## config.mk

```make
export PLATFORM = sky130hd
export DESIGN_NAME = tmr_core
export DESIGN_NICKNAME = d
export VERILOG_FILES = /design/src/hw/tmr_pkg.sv /design/src/hw/tmr_tick_gen.sv /design/src/hw/tmr_core.sv
export VERILOG_INCLUDE_DIRS = /design/src /design/src/hw
export SDC_FILE = /design/constraint.sdc
export NUM_CORES = 1
export LEC_CHECK = 0
export ABC_AREA = 1
export BUFFER_PORTS_ARGS = -buffer_cell sky130_fd_sc_hd__buf_2
export CELL_PAD_IN_SITES_DETAIL_PLACEMENT = 1
export CELL_PAD_IN_SITES_GLOBAL_PLACEMENT = 1
export CORE_MARGIN = 8
export CORE_UTILIZATION = 30
export DETAILED_ROUTE_END_ITERATION = 10
export PLACE_DENSITY = 0.57
export SKIP_CTS_REPAIR_TIMING = 1
export SYNTH_ARGS = -nofsm -noshare
export SYNTH_HDL_FRONTEND = slang
export SYNTH_SLANG_ARGS = --single-unit
```

## constraint.sdc

```tcl
create_clock -name i_mclk -period 3.8 [get_ports i_mclk]
set_input_delay 0.38 -clock i_mclk [delete_from_list [all_inputs] [get_ports i_mclk]]
set_output_delay 0.38 -clock i_mclk [all_outputs]
set_load 0.01 [all_outputs]
```

## src/hw/tmr_defs.svh

```systemverilog
// Purpose: Constants for the 8-bit timer control/status block
// Assumes: One clock domain, plain register port
// Notes: Offsets are register indices on the plain port
`ifndef TMR_DEFS_SVH
`define TMR_DEFS_SVH

`define TMR_ADR_CTRL_A 3'h0
`define TMR_ADR_CTRL_B 3'h1
`define TMR_ADR_COUNT 3'h2
`define TMR_ADR_CMP_A 3'h3
`define TMR_ADR_CMP_B 3'h4
`define TMR_ADR_MASK 3'h5
`define TMR_ADR_FLAGS 3'h6

`define TMR_FORCE_A_BIT 7
`define TMR_FORCE_B_BIT 6
`define TMR_WGM2_BIT 3
`define TMR_CS_HI 2
`define TMR_CS_LO 0
`define TMR_COMA_HI 7
`define TMR_COMA_LO 6
`define TMR_COMB_HI 5
`define TMR_COMB_LO 4
`define TMR_WGM_HI 1
`define TMR_WGM_LO 0
`define TMR_CTRL_A_MASK 8'hf3
`define TMR_CTRL_B_MASK 8'h0f
`define TMR_IRQ_MASK 8'h07

`define TMR_FLAG_OVF 0
`define TMR_FLAG_CMPA 1
`define TMR_FLAG_CMPB 2

`define TMR_ZERO8 8'h00
`define TMR_MAX8 8'hff
`define TMR_ONE8 8'h01
`define TMR_PRE_W 10
`define TMR_PRE_ZERO 10'h000
`define TMR_PRE_ONE 10'h001
`define TMR_DIV8_M 10'h007
`define TMR_DIV64_M 10'h03f
`define TMR_DIV256_M 10'h0ff
`define TMR_DIV1024_M 10'h3ff

`endif

```

## src/hw/tmr_pkg.sv

```systemverilog
// Purpose: Types for the 8-bit timer control/status block
// Assumes: Constants live in tmr_defs.svh
// Notes: Mode codes follow the waveform mode field
package tmr_pkg;
   typedef enum logic [2:0] {
      TMR_CS_STOP = 3'b000,
      TMR_CS_DIV1 = 3'b001,
      TMR_CS_DIV8 = 3'b010,
      TMR_CS_DIV64 = 3'b011,
      TMR_CS_DIV256 = 3'b100,
      TMR_CS_DIV1024 = 3'b101,
      TMR_CS_EXT_FALL = 3'b110,
      TMR_CS_EXT_RISE = 3'b111
   } tmr_clk_sel_t;

   typedef enum logic [2:0] {
      TMR_WG_NORMAL = 3'b000,
      TMR_WG_PC_FF = 3'b001,
      TMR_WG_CTC = 3'b010,
      TMR_WG_FAST_FF = 3'b011,
      TMR_WG_RSV4 = 3'b100,
      TMR_WG_PC_OCA = 3'b101,
      TMR_WG_RSV6 = 3'b110,
      TMR_WG_FAST_OCA = 3'b111
   } tmr_wave_mode_t;
endpackage : tmr_pkg

```

## src/hw/tmr_tick_gen.sv

```systemverilog
// Purpose: Timer clock enable from prescaler or external count pin
// Assumes: Count pin is synchronous to i_mclk
// Notes: Pin edge seen in the same cycle the pin changes, against its registered level
`timescale 1ns/1ps
`include "tmr_defs.svh"
module tmr_tick_gen (
   // Clock and reset
   input wire logic i_mclk,
   input wire logic i_rst,
   input wire logic i_ce,
   // Control
   input wire tmr_pkg::tmr_clk_sel_t i_clk_sel,
   input wire logic i_ext_pin,
   // Tick
   output logic o_tick
);
   import tmr_pkg::*;

   logic [`TMR_PRE_W-1:0] pre_r, pre_nxt;
   logic pin_r, pin_nxt;

   always_comb begin
      pre_nxt = pre_r + `TMR_PRE_ONE;
      pin_nxt = i_ext_pin;
      unique case (i_clk_sel)
         TMR_CS_STOP: o_tick = 1'b0;
         TMR_CS_DIV1: o_tick = 1'b1;
         TMR_CS_DIV8: o_tick = (pre_r & `TMR_DIV8_M) == `TMR_DIV8_M;
         TMR_CS_DIV64: o_tick = (pre_r & `TMR_DIV64_M) == `TMR_DIV64_M;
         TMR_CS_DIV256: o_tick = (pre_r & `TMR_DIV256_M) == `TMR_DIV256_M;
         TMR_CS_DIV1024: o_tick = pre_r == `TMR_DIV1024_M;
         TMR_CS_EXT_FALL: o_tick = pin_r & ~i_ext_pin;
         TMR_CS_EXT_RISE: o_tick = ~pin_r & i_ext_pin;
      endcase
   end

   always_ff @(posedge i_mclk or posedge i_rst) begin
      if (i_rst) begin
         pre_r <= `TMR_PRE_ZERO;
         pin_r <= 1'b0;
      end else if (i_ce) begin
         pre_r <= pre_nxt;
         pin_r <= pin_nxt;
      end
   end
endmodule : tmr_tick_gen

```

## src/hw/tmr_core.sv

```systemverilog
// Purpose: 8-bit timer with two compare channels and status registers
// Assumes: Plain register port, read data one cycle after the strobe
// Notes: Vector acknowledge inputs clear flags like the CPU vector entry
`timescale 1ns/1ps
`include "tmr_defs.svh"
module tmr_core (
   // Clock and reset
   input wire logic i_mclk,
   input wire logic i_rst,
   input wire logic i_ce,
   // Register port
   input wire logic [2:0] i_addr,
   input wire logic [7:0] i_wdata,
   input wire logic i_wr,
   input wire logic i_rd,
   output logic [7:0] o_rdata,
   // Pins and CPU side
   input wire logic i_ext_count_pin,
   input wire logic i_global_irq_en,
   input wire logic i_vec_ack_cmpb,
   input wire logic i_vec_ack_cmpa,
   input wire logic i_vec_ack_ovf,
   output logic o_compare_output_a,
   output logic o_compare_output_b,
   output logic o_irq_cmpb,
   output logic o_irq_cmpa,
   output logic o_irq_ovf
);
   import tmr_pkg::*;

   // ==========================================================
   // Helpers
   function automatic logic apply_mode(input logic [1:0] m,
                                       input logic cur);
      unique case (m)
         2'b00: apply_mode = cur;
         2'b01: apply_mode = ~cur;
         2'b10: apply_mode = 1'b0;
         2'b11: apply_mode = 1'b1;
      endcase
   endfunction : apply_mode

   function automatic logic is_pwm(input tmr_wave_mode_t m);
      is_pwm = !(m == TMR_WG_NORMAL || m == TMR_WG_CTC);
   endfunction : is_pwm

   // ==========================================================
   // Registers
   logic [7:0] ctrl_a_r, ctrl_a_nxt;
   logic [7:0] ctrl_b_r, ctrl_b_nxt;
   logic [7:0] count_r, count_nxt;
   logic [7:0] cmp_a_r, cmp_a_nxt;
   logic [7:0] cmp_b_r, cmp_b_nxt;
   logic [2:0] mask_r, mask_nxt;
   logic [2:0] flags_r, flags_nxt;
   logic dir_down_r, dir_down_nxt;
   logic blk_r, blk_nxt;
   logic oca_r, oca_nxt;
   logic ocb_r, ocb_nxt;
   logic [7:0] rdata_r, rdata_nxt;

   tmr_wave_mode_t wmode;
   tmr_clk_sel_t csel;
   logic tick;
   logic [7:0] top;
   logic wr_count, wr_ctrl_b, wr_flags;
   logic match_a, match_b, at_top, ovf_ev, force_a, force_b;
   logic [1:0] com_a, com_b;

   assign wmode = tmr_wave_mode_t'({ctrl_b_r[`TMR_WGM2_BIT],
                                    ctrl_a_r[`TMR_WGM_HI:`TMR_WGM_LO]});
   assign csel = tmr_clk_sel_t'(ctrl_b_r[`TMR_CS_HI:`TMR_CS_LO]);
   assign com_a = ctrl_a_r[`TMR_COMA_HI:`TMR_COMA_LO];
   assign com_b = ctrl_a_r[`TMR_COMB_HI:`TMR_COMB_LO];

   // ==========================================================
   // Timer clock
   tmr_tick_gen u_tick (
      .i_mclk(i_mclk),
      .i_rst(i_rst),
      .i_ce(i_ce),
      .i_clk_sel(csel),
      .i_ext_pin(i_ext_count_pin),
      .o_tick(tick)
   );

   // ==========================================================
   // Counter and events
   always_comb begin
      wr_count = i_wr && i_addr == `TMR_ADR_COUNT;
      wr_ctrl_b = i_wr && i_addr == `TMR_ADR_CTRL_B;
      wr_flags = i_wr && i_addr == `TMR_ADR_FLAGS;
      unique case (wmode)
         TMR_WG_CTC, TMR_WG_PC_OCA, TMR_WG_FAST_OCA: top = cmp_a_r;
         default: top = `TMR_MAX8;
      endcase
      at_top = count_r == top;
      // Match only counts on a timer tick not blocked by a write
      match_a = tick && !blk_r && count_r == cmp_a_r;
      match_b = tick && !blk_r && count_r == cmp_b_r;
      ovf_ev = 1'b0;
      count_nxt = count_r;
      dir_down_nxt = dir_down_r;
      blk_nxt = blk_r;
      if (tick) begin
         blk_nxt = 1'b0;
         unique case (wmode)
            TMR_WG_PC_FF, TMR_WG_PC_OCA: begin
               if (!dir_down_r && at_top) begin
                  dir_down_nxt = 1'b1;
                  count_nxt = count_r - `TMR_ONE8;
               end else if (dir_down_r && count_r == `TMR_ZERO8) begin
                  ovf_ev = 1'b1;
                  dir_down_nxt = 1'b0;
                  count_nxt = count_r + `TMR_ONE8;
               end else if (dir_down_r) begin
                  count_nxt = count_r - `TMR_ONE8;
               end else begin
                  count_nxt = count_r + `TMR_ONE8;
               end
            end
            TMR_WG_FAST_OCA: begin
               ovf_ev = at_top;
               count_nxt = at_top ? `TMR_ZERO8 : count_r + `TMR_ONE8;
            end
            TMR_WG_CTC: begin
               ovf_ev = count_r == `TMR_MAX8;
               // Clears on any tick at top, even a write-blocked match; never on a forced one
               count_nxt = at_top ? `TMR_ZERO8 : count_r + `TMR_ONE8;
            end
            default: begin
               ovf_ev = count_r == `TMR_MAX8;
               count_nxt = count_r + `TMR_ONE8;
            end
         endcase
      end
      if (wr_count) begin
         count_nxt = i_wdata;
         blk_nxt = 1'b1;
      end
   end

   // ==========================================================
   // Compare outputs
   always_comb begin
      force_a = wr_ctrl_b && i_wdata[`TMR_FORCE_A_BIT] &&
                !is_pwm(wmode);
      force_b = wr_ctrl_b && i_wdata[`TMR_FORCE_B_BIT] &&
                !is_pwm(wmode);
      oca_nxt = oca_r;
      ocb_nxt = ocb_r;
      if (!is_pwm(wmode)) begin
         if (match_a || force_a) begin
            oca_nxt = apply_mode(com_a, oca_r);
         end
         if (match_b || force_b) begin
            ocb_nxt = apply_mode(com_b, ocb_r);
         end
      end else begin
         if (match_a && com_a[1]) begin
            oca_nxt = com_a[0] ^ dir_down_r;
         end
         if (match_b && com_b[1]) begin
            ocb_nxt = com_b[0] ^ dir_down_r;
         end
         if (tick && at_top && (wmode == TMR_WG_FAST_FF ||
                                wmode == TMR_WG_FAST_OCA)) begin
            if (com_a[1]) begin
               oca_nxt = ~com_a[0];
            end
            if (com_b[1]) begin
               ocb_nxt = ~com_b[0];
            end
         end
      end
   end

   // ==========================================================
   // Register file and flags
   always_comb begin
      ctrl_a_nxt = ctrl_a_r;
      ctrl_b_nxt = ctrl_b_r;
      cmp_a_nxt = cmp_a_r;
      cmp_b_nxt = cmp_b_r;
      mask_nxt = mask_r;
      flags_nxt = flags_r;
      if (i_wr) begin
         unique case (i_addr)
            `TMR_ADR_CTRL_A: ctrl_a_nxt = i_wdata & `TMR_CTRL_A_MASK;
            `TMR_ADR_CTRL_B: ctrl_b_nxt = i_wdata & `TMR_CTRL_B_MASK;
            `TMR_ADR_CMP_A: cmp_a_nxt = i_wdata;
            `TMR_ADR_CMP_B: cmp_b_nxt = i_wdata;
            `TMR_ADR_MASK: mask_nxt = i_wdata[2:0];
            default: ;
         endcase
      end
      if (wr_flags) begin
         flags_nxt = flags_nxt & ~i_wdata[2:0];
      end
      if (i_vec_ack_ovf) begin
         flags_nxt[`TMR_FLAG_OVF] = 1'b0;
      end
      if (i_vec_ack_cmpa) begin
         flags_nxt[`TMR_FLAG_CMPA] = 1'b0;
      end
      if (i_vec_ack_cmpb) begin
         flags_nxt[`TMR_FLAG_CMPB] = 1'b0;
      end
      // Sets last so they win; forced compares never reach here
      if (ovf_ev) begin
         flags_nxt[`TMR_FLAG_OVF] = 1'b1;
      end
      if (match_a) begin
         flags_nxt[`TMR_FLAG_CMPA] = 1'b1;
      end
      if (match_b) begin
         flags_nxt[`TMR_FLAG_CMPB] = 1'b1;
      end
      rdata_nxt = `TMR_ZERO8;
      if (i_rd) begin
         unique case (i_addr)
            `TMR_ADR_CTRL_A: rdata_nxt = ctrl_a_r;
            // Force bits and reserved bits stored as zero
            `TMR_ADR_CTRL_B: rdata_nxt = ctrl_b_r;
            `TMR_ADR_COUNT: rdata_nxt = count_r;
            `TMR_ADR_CMP_A: rdata_nxt = cmp_a_r;
            `TMR_ADR_CMP_B: rdata_nxt = cmp_b_r;
            `TMR_ADR_MASK: rdata_nxt = {5'h00, mask_r};
            `TMR_ADR_FLAGS: rdata_nxt = {5'h00, flags_r};
            default: rdata_nxt = `TMR_ZERO8;
         endcase
      end
   end

   // ==========================================================
   // State registers
   // Counter group
   always_ff @(posedge i_mclk or posedge i_rst) begin
      if (i_rst) begin
         count_r <= `TMR_ZERO8;
         dir_down_r <= 1'b0;
         blk_r <= 1'b0;
      end else if (i_ce) begin
         count_r <= count_nxt;
         dir_down_r <= dir_down_nxt;
         blk_r <= blk_nxt;
      end
   end

   // Compare output group
   always_ff @(posedge i_mclk or posedge i_rst) begin
      if (i_rst) begin
         oca_r <= 1'b0;
         ocb_r <= 1'b0;
      end else if (i_ce) begin
         oca_r <= oca_nxt;
         ocb_r <= ocb_nxt;
      end
   end

   // Register file group
   always_ff @(posedge i_mclk or posedge i_rst) begin
      if (i_rst) begin
         ctrl_a_r <= `TMR_ZERO8;
         ctrl_b_r <= `TMR_ZERO8;
         cmp_a_r <= `TMR_ZERO8;
         cmp_b_r <= `TMR_ZERO8;
         mask_r <= 3'h0;
         flags_r <= 3'h0;
         rdata_r <= `TMR_ZERO8;
      end else if (i_ce) begin
         ctrl_a_r <= ctrl_a_nxt;
         ctrl_b_r <= ctrl_b_nxt;
         cmp_a_r <= cmp_a_nxt;
         cmp_b_r <= cmp_b_nxt;
         mask_r <= mask_nxt;
         flags_r <= flags_nxt;
         rdata_r <= rdata_nxt;
      end
   end

   // ==========================================================
   // Outputs
   assign o_rdata = rdata_r;
   assign o_compare_output_a = oca_r;
   assign o_compare_output_b = ocb_r;
   assign o_irq_cmpb = i_global_irq_en & mask_r[`TMR_FLAG_CMPB] &
                       flags_r[`TMR_FLAG_CMPB];
   assign o_irq_cmpa = i_global_irq_en & mask_r[`TMR_FLAG_CMPA] &
                       flags_r[`TMR_FLAG_CMPA];
   assign o_irq_ovf = i_global_irq_en & mask_r[`TMR_FLAG_OVF] &
                      flags_r[`TMR_FLAG_OVF];
endmodule : tmr_core

```

---- Word level (Yosys, flattened, before mapping) ----
Cells that the tools add are included.
storage, ports and cells
  register bits after elaboration ......... 63
  latch bits .............................. 0
  memory bits (writable) .................. 0
  memory bits (read-only) ................. 0
  input port bits ......................... 21
  output and inout port bits .............. 13
  logic and storage cells ................. 159
  memories ................................ 0
operators by class
  add/subtract/negate cells ............... 3
  multiply operators ...................... 0
  divide/modulo/power cells ............... 0
  order comparisons ....................... 0
  eq/ne operators ......................... 36
  shifts and indexed selects .............. 0
  multiplexer cells ....................... 38
  bitwise gates (word level) .............. 18
  reductions and logical operators ........ 48
operators by type and width
  cell                     number
  $mux W8                  8
  $pmux W8 S7              1
  $eq A3 B3 Y1 const B     10
  $eq A8 B8 Y1             3
  $mux W1                  23
  $reduce_and A3 Y1        7
  $eq A3 B2 Y1 const B     6
  $eq A8 B8 Y1 const B     2
  $logic_and A1 B1 Y1      16
  $pmux W8 S2              1
  $add A10 B1 Y10 const B  1
  $eq A10 B10 Y1 const B   1
  $eq A3 B1 Y1 const B     3
  $logic_not A3 Y1         3
  $reduce_bool A3 Y1       3
  $add A8 B1 Y8 const B    1
  $and A1 B1 Y1            8
  $eq A2 B2 Y1 const B     4
  $logic_not A8 Y1         1
  $pmux W1 S8              1
  $reduce_and A2 Y1        4
  $sub A8 B1 Y8 const B    1
  $eq A6 B6 Y1 const B     1
  $not A1 Y1               6
  16 further kinds         28

---- Longest topological paths before layout ----
  depth in word-level cells ............... 10
  mapped depth ............................ 16

---- Cells and area by module ----
Synthesis repeated with hierarchy kept, for this count alone.
second synthesis, totals
  cell total of the unflattened synthesis .. 593
  area total of the unflattened synthesis .. 4127.7 µm²
modules (own cells, without submodules)
  module        times used  cells each  area an instance (µm²)  sequential area each (µm²)
  tmr_core      1           514         3513.4                  1301.2
  tmr_tick_gen  1           79          614.3                   275.3

---- Least setup slack after synthesis ----
Ideal clock, no wire load.
  path type ............................... register to register
  start point ............................. reg u_tick.pre_r[0]
  end point ............................... reg count_r[4]
  setup time .............................. 0.116 ns
  arrival time ............................ 1.671 ns
  setup slack ............................. 2.012 ns
  stages on the path, launching flop included .. 12
  buffers on the path ..................... 1
  period minus slack after synthesis ...... 1.788 ns
  cell sequence ........................... dfrtp_1 ha_1 ha_1 nand2_1 a21oi_1 nand2_1 nand4_4 o21ai_4 buf_6 a21oi_1 nand2_1 nand2_1
on the way
  word-level cells in the longest chain between the ends .. 4
ends and longest elaborated chain
  element                                                  RTL line            text
  start, declared                                          tmr_tick_gen.sv:19  logic [`TMR_PRE_W-1:0] pre_r, pre_nxt;
  start signal, assigned                                   tmr_tick_gen.sv:39  pre_r <= `TMR_PRE_ZERO;
  start signal, assigned                                   tmr_tick_gen.sv:42  pre_r <= pre_nxt;
  $eq A10 B10 Y1 (no source line) (tied with other cells)  --
  $pmux W1 S8 (*)                                          tmr_tick_gen.sv:25  unique case (i_clk_sel)
  $reduce_bool A2 Y1 (no source line) (*)                  --
  $reduce_and A2 Y1 (no source line) (*)                   --
  end signal, assigned                                     tmr_core.sv:240     count_r <= `TMR_ZERO8;
  end signal, assigned                                     tmr_core.sv:244     count_r <= count_nxt;
  end, declared                                            tmr_core.sv:51      logic [7:0] count_r, count_nxt;
Mark *: on every way between the ends. The rest lies on a longest branch, timed or not.
A chain may end at the register's enable or synchronous reset.

---- Final worst setup path ----
  start point ............................. reg u_tick.pre_r[0]
  end point ............................... reg count_r[0]
The elaborated chain is that of the path after synthesis.

==> impl_metrics.yaml <==
run_status:
  run_status: "completed"
yosys:
  portion_of_the_post_synthesis_area_used_by_sequential_elements: 0.386
  ys_ff_latch: 63
  post_synth_num_cell_types: 39
  netlist.area_leader.share: 0.386
  most_frequently_used_flop_master_after_synthesis: "dfrtp_1"
  synth_warnings: 0
  syn-mean-instance-area_um2: 7.20
  synthesis.instances: 567
  synth_area_leader_cell: "dfrtp_1"
  async_flop_share: 1.00
  post_synthesis_net_count: 593
  synth_area_leaders: "dfrtp_1, nand2_1, inv_1"
  syn_area_um2: 4080
  post_synth_most_frequent_cells: "nand2_1, inv_1, dfrtp_1"
  synth_most_common_cell: "nand2_1"
  synth-edff-count: 0
critical_path:
  ff2ff_setup_slack_ns: 1.60
  worstPathRequired_ns: 4.01
  kind_of_critical_path: "reg -> reg"
  worst_path_dominant_cell_family: "compound AO/OA/AOI/OAI gates"
  worst-r2r-cell-count: 10
  critical_path.cell_chain: "ha_1 > ha_1 > nand2_1 > a21oi_1 > nand2_1 > nand4_4 > o21ai_4 > inv_1 > o211ai_1 > o21ai_0"
  worst_r2r_startpoint: "u_tick.pre_r[0]"
  critical_path_buffers_and_inverters: 1
  r2r-end: "count_r[0]"
  critical_path.startpoint_type: "flip-flop"
  cp_slowest_stage_delay_ns: 0.41
  crit_path_max_fanout: 15
  cell_at_the_slowest_stage_of_the_critical_path: "dfrtp_1"
  setup.worst_path.end_class: "flip-flop"
  critPathArrivalTime_ns: 2.41
cells_and_area:
  num-fill-cells: 1682
  footprint_of_the_flip_flops_and_latches_um2: 1580
  post_route_cells_drive_above_1_share: 0.124
  antenna-diode-count: 0
  stdcell_count: 780
  synthToLayoutAreaGrowth_pct: 14.9
  multiInputGateArea_um2: 2070
  fin_nets: 626
timing:
  final.min_clock_period_ns: 2.20
  slew-limit-headroom: 0.373
  tns_ns: 0
  post-route-period-util: 0.579
  timing.final.hold_violations: 0
  number_of_setup_violations_in_the_final_report: 0
  rsz_0062_raised_after_global_routing: "false"
  worstMarginPinSlew_ns: 0.937
  fin_worst_skew_ns: 0.00718
  final_max_slew_viol_count: 0
  timing_limited_maximum_frequency_mhz: 455
route:
  drt-initial-drc-count: 173
  route.detailed.drc: 0
  detail_route.wirelength_um: 13500
  via_count: 3779
  route.detailed.vias_per_inst: 4.84
  final_antenna_net_count: 0
  detailedRoute.firstPassIterationCount: 4
  route.detailed.wl_per_inst_um: 17.3
min_path:
  min_path_type: "in -> async"
global_routing:
  grt.total_usage: 0.161
  grt_antenna_before_repair: 0
  grt_pass1_wl_um: 22200
  first_global_vias: 3959
  globalRouteOverflowTotal: 0
  grt_max_degree: 41
placed_design:
  port_buffers: 33
  place_inst: 765
  detailedPlacementHpwl_um: 10700
  gp_congestion: 0.841
power:
  leak_pwr_nw: 2.37
  vdd_drop_max_v: 0.000396
  powerDensity_nw_per_um2: 646
floorplanning:
  die-width_um: 133
  die-area_um2: 17600
  design.core.area_um2: 13200
  die_height_um: 133
  floorplan.io_pins: 34
  initial_utilization: 0.308
  fp-row-count: 42
clock_network:
  htree_levels: 3
  clock_sink_count: 63
  numCtsBuffers: 9
  tritoncts: "built"
  cts_root_buffer: "clkbuf_16"
  clk_transition_reported_paths_ns: 0.06
  insertion_delay_ns: 0.34
  cts_buffer_depth: 2
flow_run:
  cap_violations: 0
-- state kept, by name, summed over array words and instances (netlist names) --
signal,count
blk_r,1
cmp_a_r,8
o_compare_output_b,1
o_compare_output_a,1
ctrl_b_r,4
count_r,8
cmp_b_r,8
dir_down_r,1
o_rdata,8
u_tick.pre_r,10
mask_r,3
flags_r,3
ctrl_a_r,6
u_tick.pin_r,1
-- power by group --
group | internal (W) | switching [W] | total, W
logic | 0.000409 | 0.000685 | 0.00109
registers | 0.000842 | 0.000256 | 0.00110
clock network | 0.000538 | 0.000297 | 0.000836
total | 0.00179 | 0.00124 | 0.00303
-- how the worst max path moves through the flow --
| stage | start | to | slack [ns] | cells after the start |
|---|---|---|---|---|
| 2_1_floorplan | i_rst | blk_r | 1.85 | 1 |
| 3_3_place_gp | u_tick.pre_r[0] | count_r[0] | 1.69 | 10 |
| 3_5_place_dp | u_tick.pre_r[0] | count_r[0] | 1.60 | 10 |
| 4_1_cts | u_tick.pre_r[0] | count_r[0] | 1.60 | 10 |
| 5_1_grt | u_tick.pre_r[0] | count_r[0] | 1.41 | 10 |
| 6_report | u_tick.pre_r[0] | count_r[0] | 1.60 | 10 |
-- routing by layer --
layer  vias to the layer above  GRT usage  routed length [um]
met2                        45      0.262                6300
met4                         0     0.0423                 178
met3                        11     0.0382                 420
met5                         -          0                   0
li1                       1886          -                   -
met1                      1837      0.210                6570
-- per-stage QoR --
stage	power, W	hold slack [ns]	worst slack [ns]	area (um^2)	util
after global placement	0.00218	0.456	1.69	4390	0.331
after detailed placement	0.00221	0.462	1.60	4390	0.331
after floorplan	0.00190	0.441	1.85	4080	-
final	0.00303	0.237	1.60	4690	0.354
after global routing	0.00328	0.315	1.41	4690	0.354
after CTS	0.00307	0.272	1.60	4690	0.354
-- final cells by class --
| cell class | count | area share |
|---|---|---|
| Tap cell | 176 | 0.0470 |
| Clock inverter | 3 | 0.00908 |
| Clock buffer | 12 | 0.0547 |
| Sequential cell | 63 | 0.336 |
| Timing Repair Buffer | 34 | 0.0368 |
| Multi-Input combinational cell | 400 | 0.442 |
| Inverter | 92 | 0.0737 |
-- cells by family after synthesis --
group,count (synthesis),share of synthesized area
and+or+nand+nor,274,0.300
buffers and inverters,104,0.105
AOI/OAI and AO/OA,92,0.131
DFF,63,0.386
xor gates and xnor gates,29,0.0622
adders and majority gates,5,0.0153
-- placed cells by master, fill, tap and decap left out, types with 11 or more instances in the layout --
master / Yosys / final
nand3_1: 42 / 42
o22ai_1: 11 / 11
buf_2: 0 / 33
a21oi_1: 15 / 15
xnor2_1: 11 / 11
nor2_1: 34 / 34
dfrtp_1: 63 / 63
inv_1: 83 / 82
o21ai_0: 50 / 50
xor2_1: 18 / 18
nand2_1: 160 / 160
Note: power is estimated with default switching activity, not from simulation.
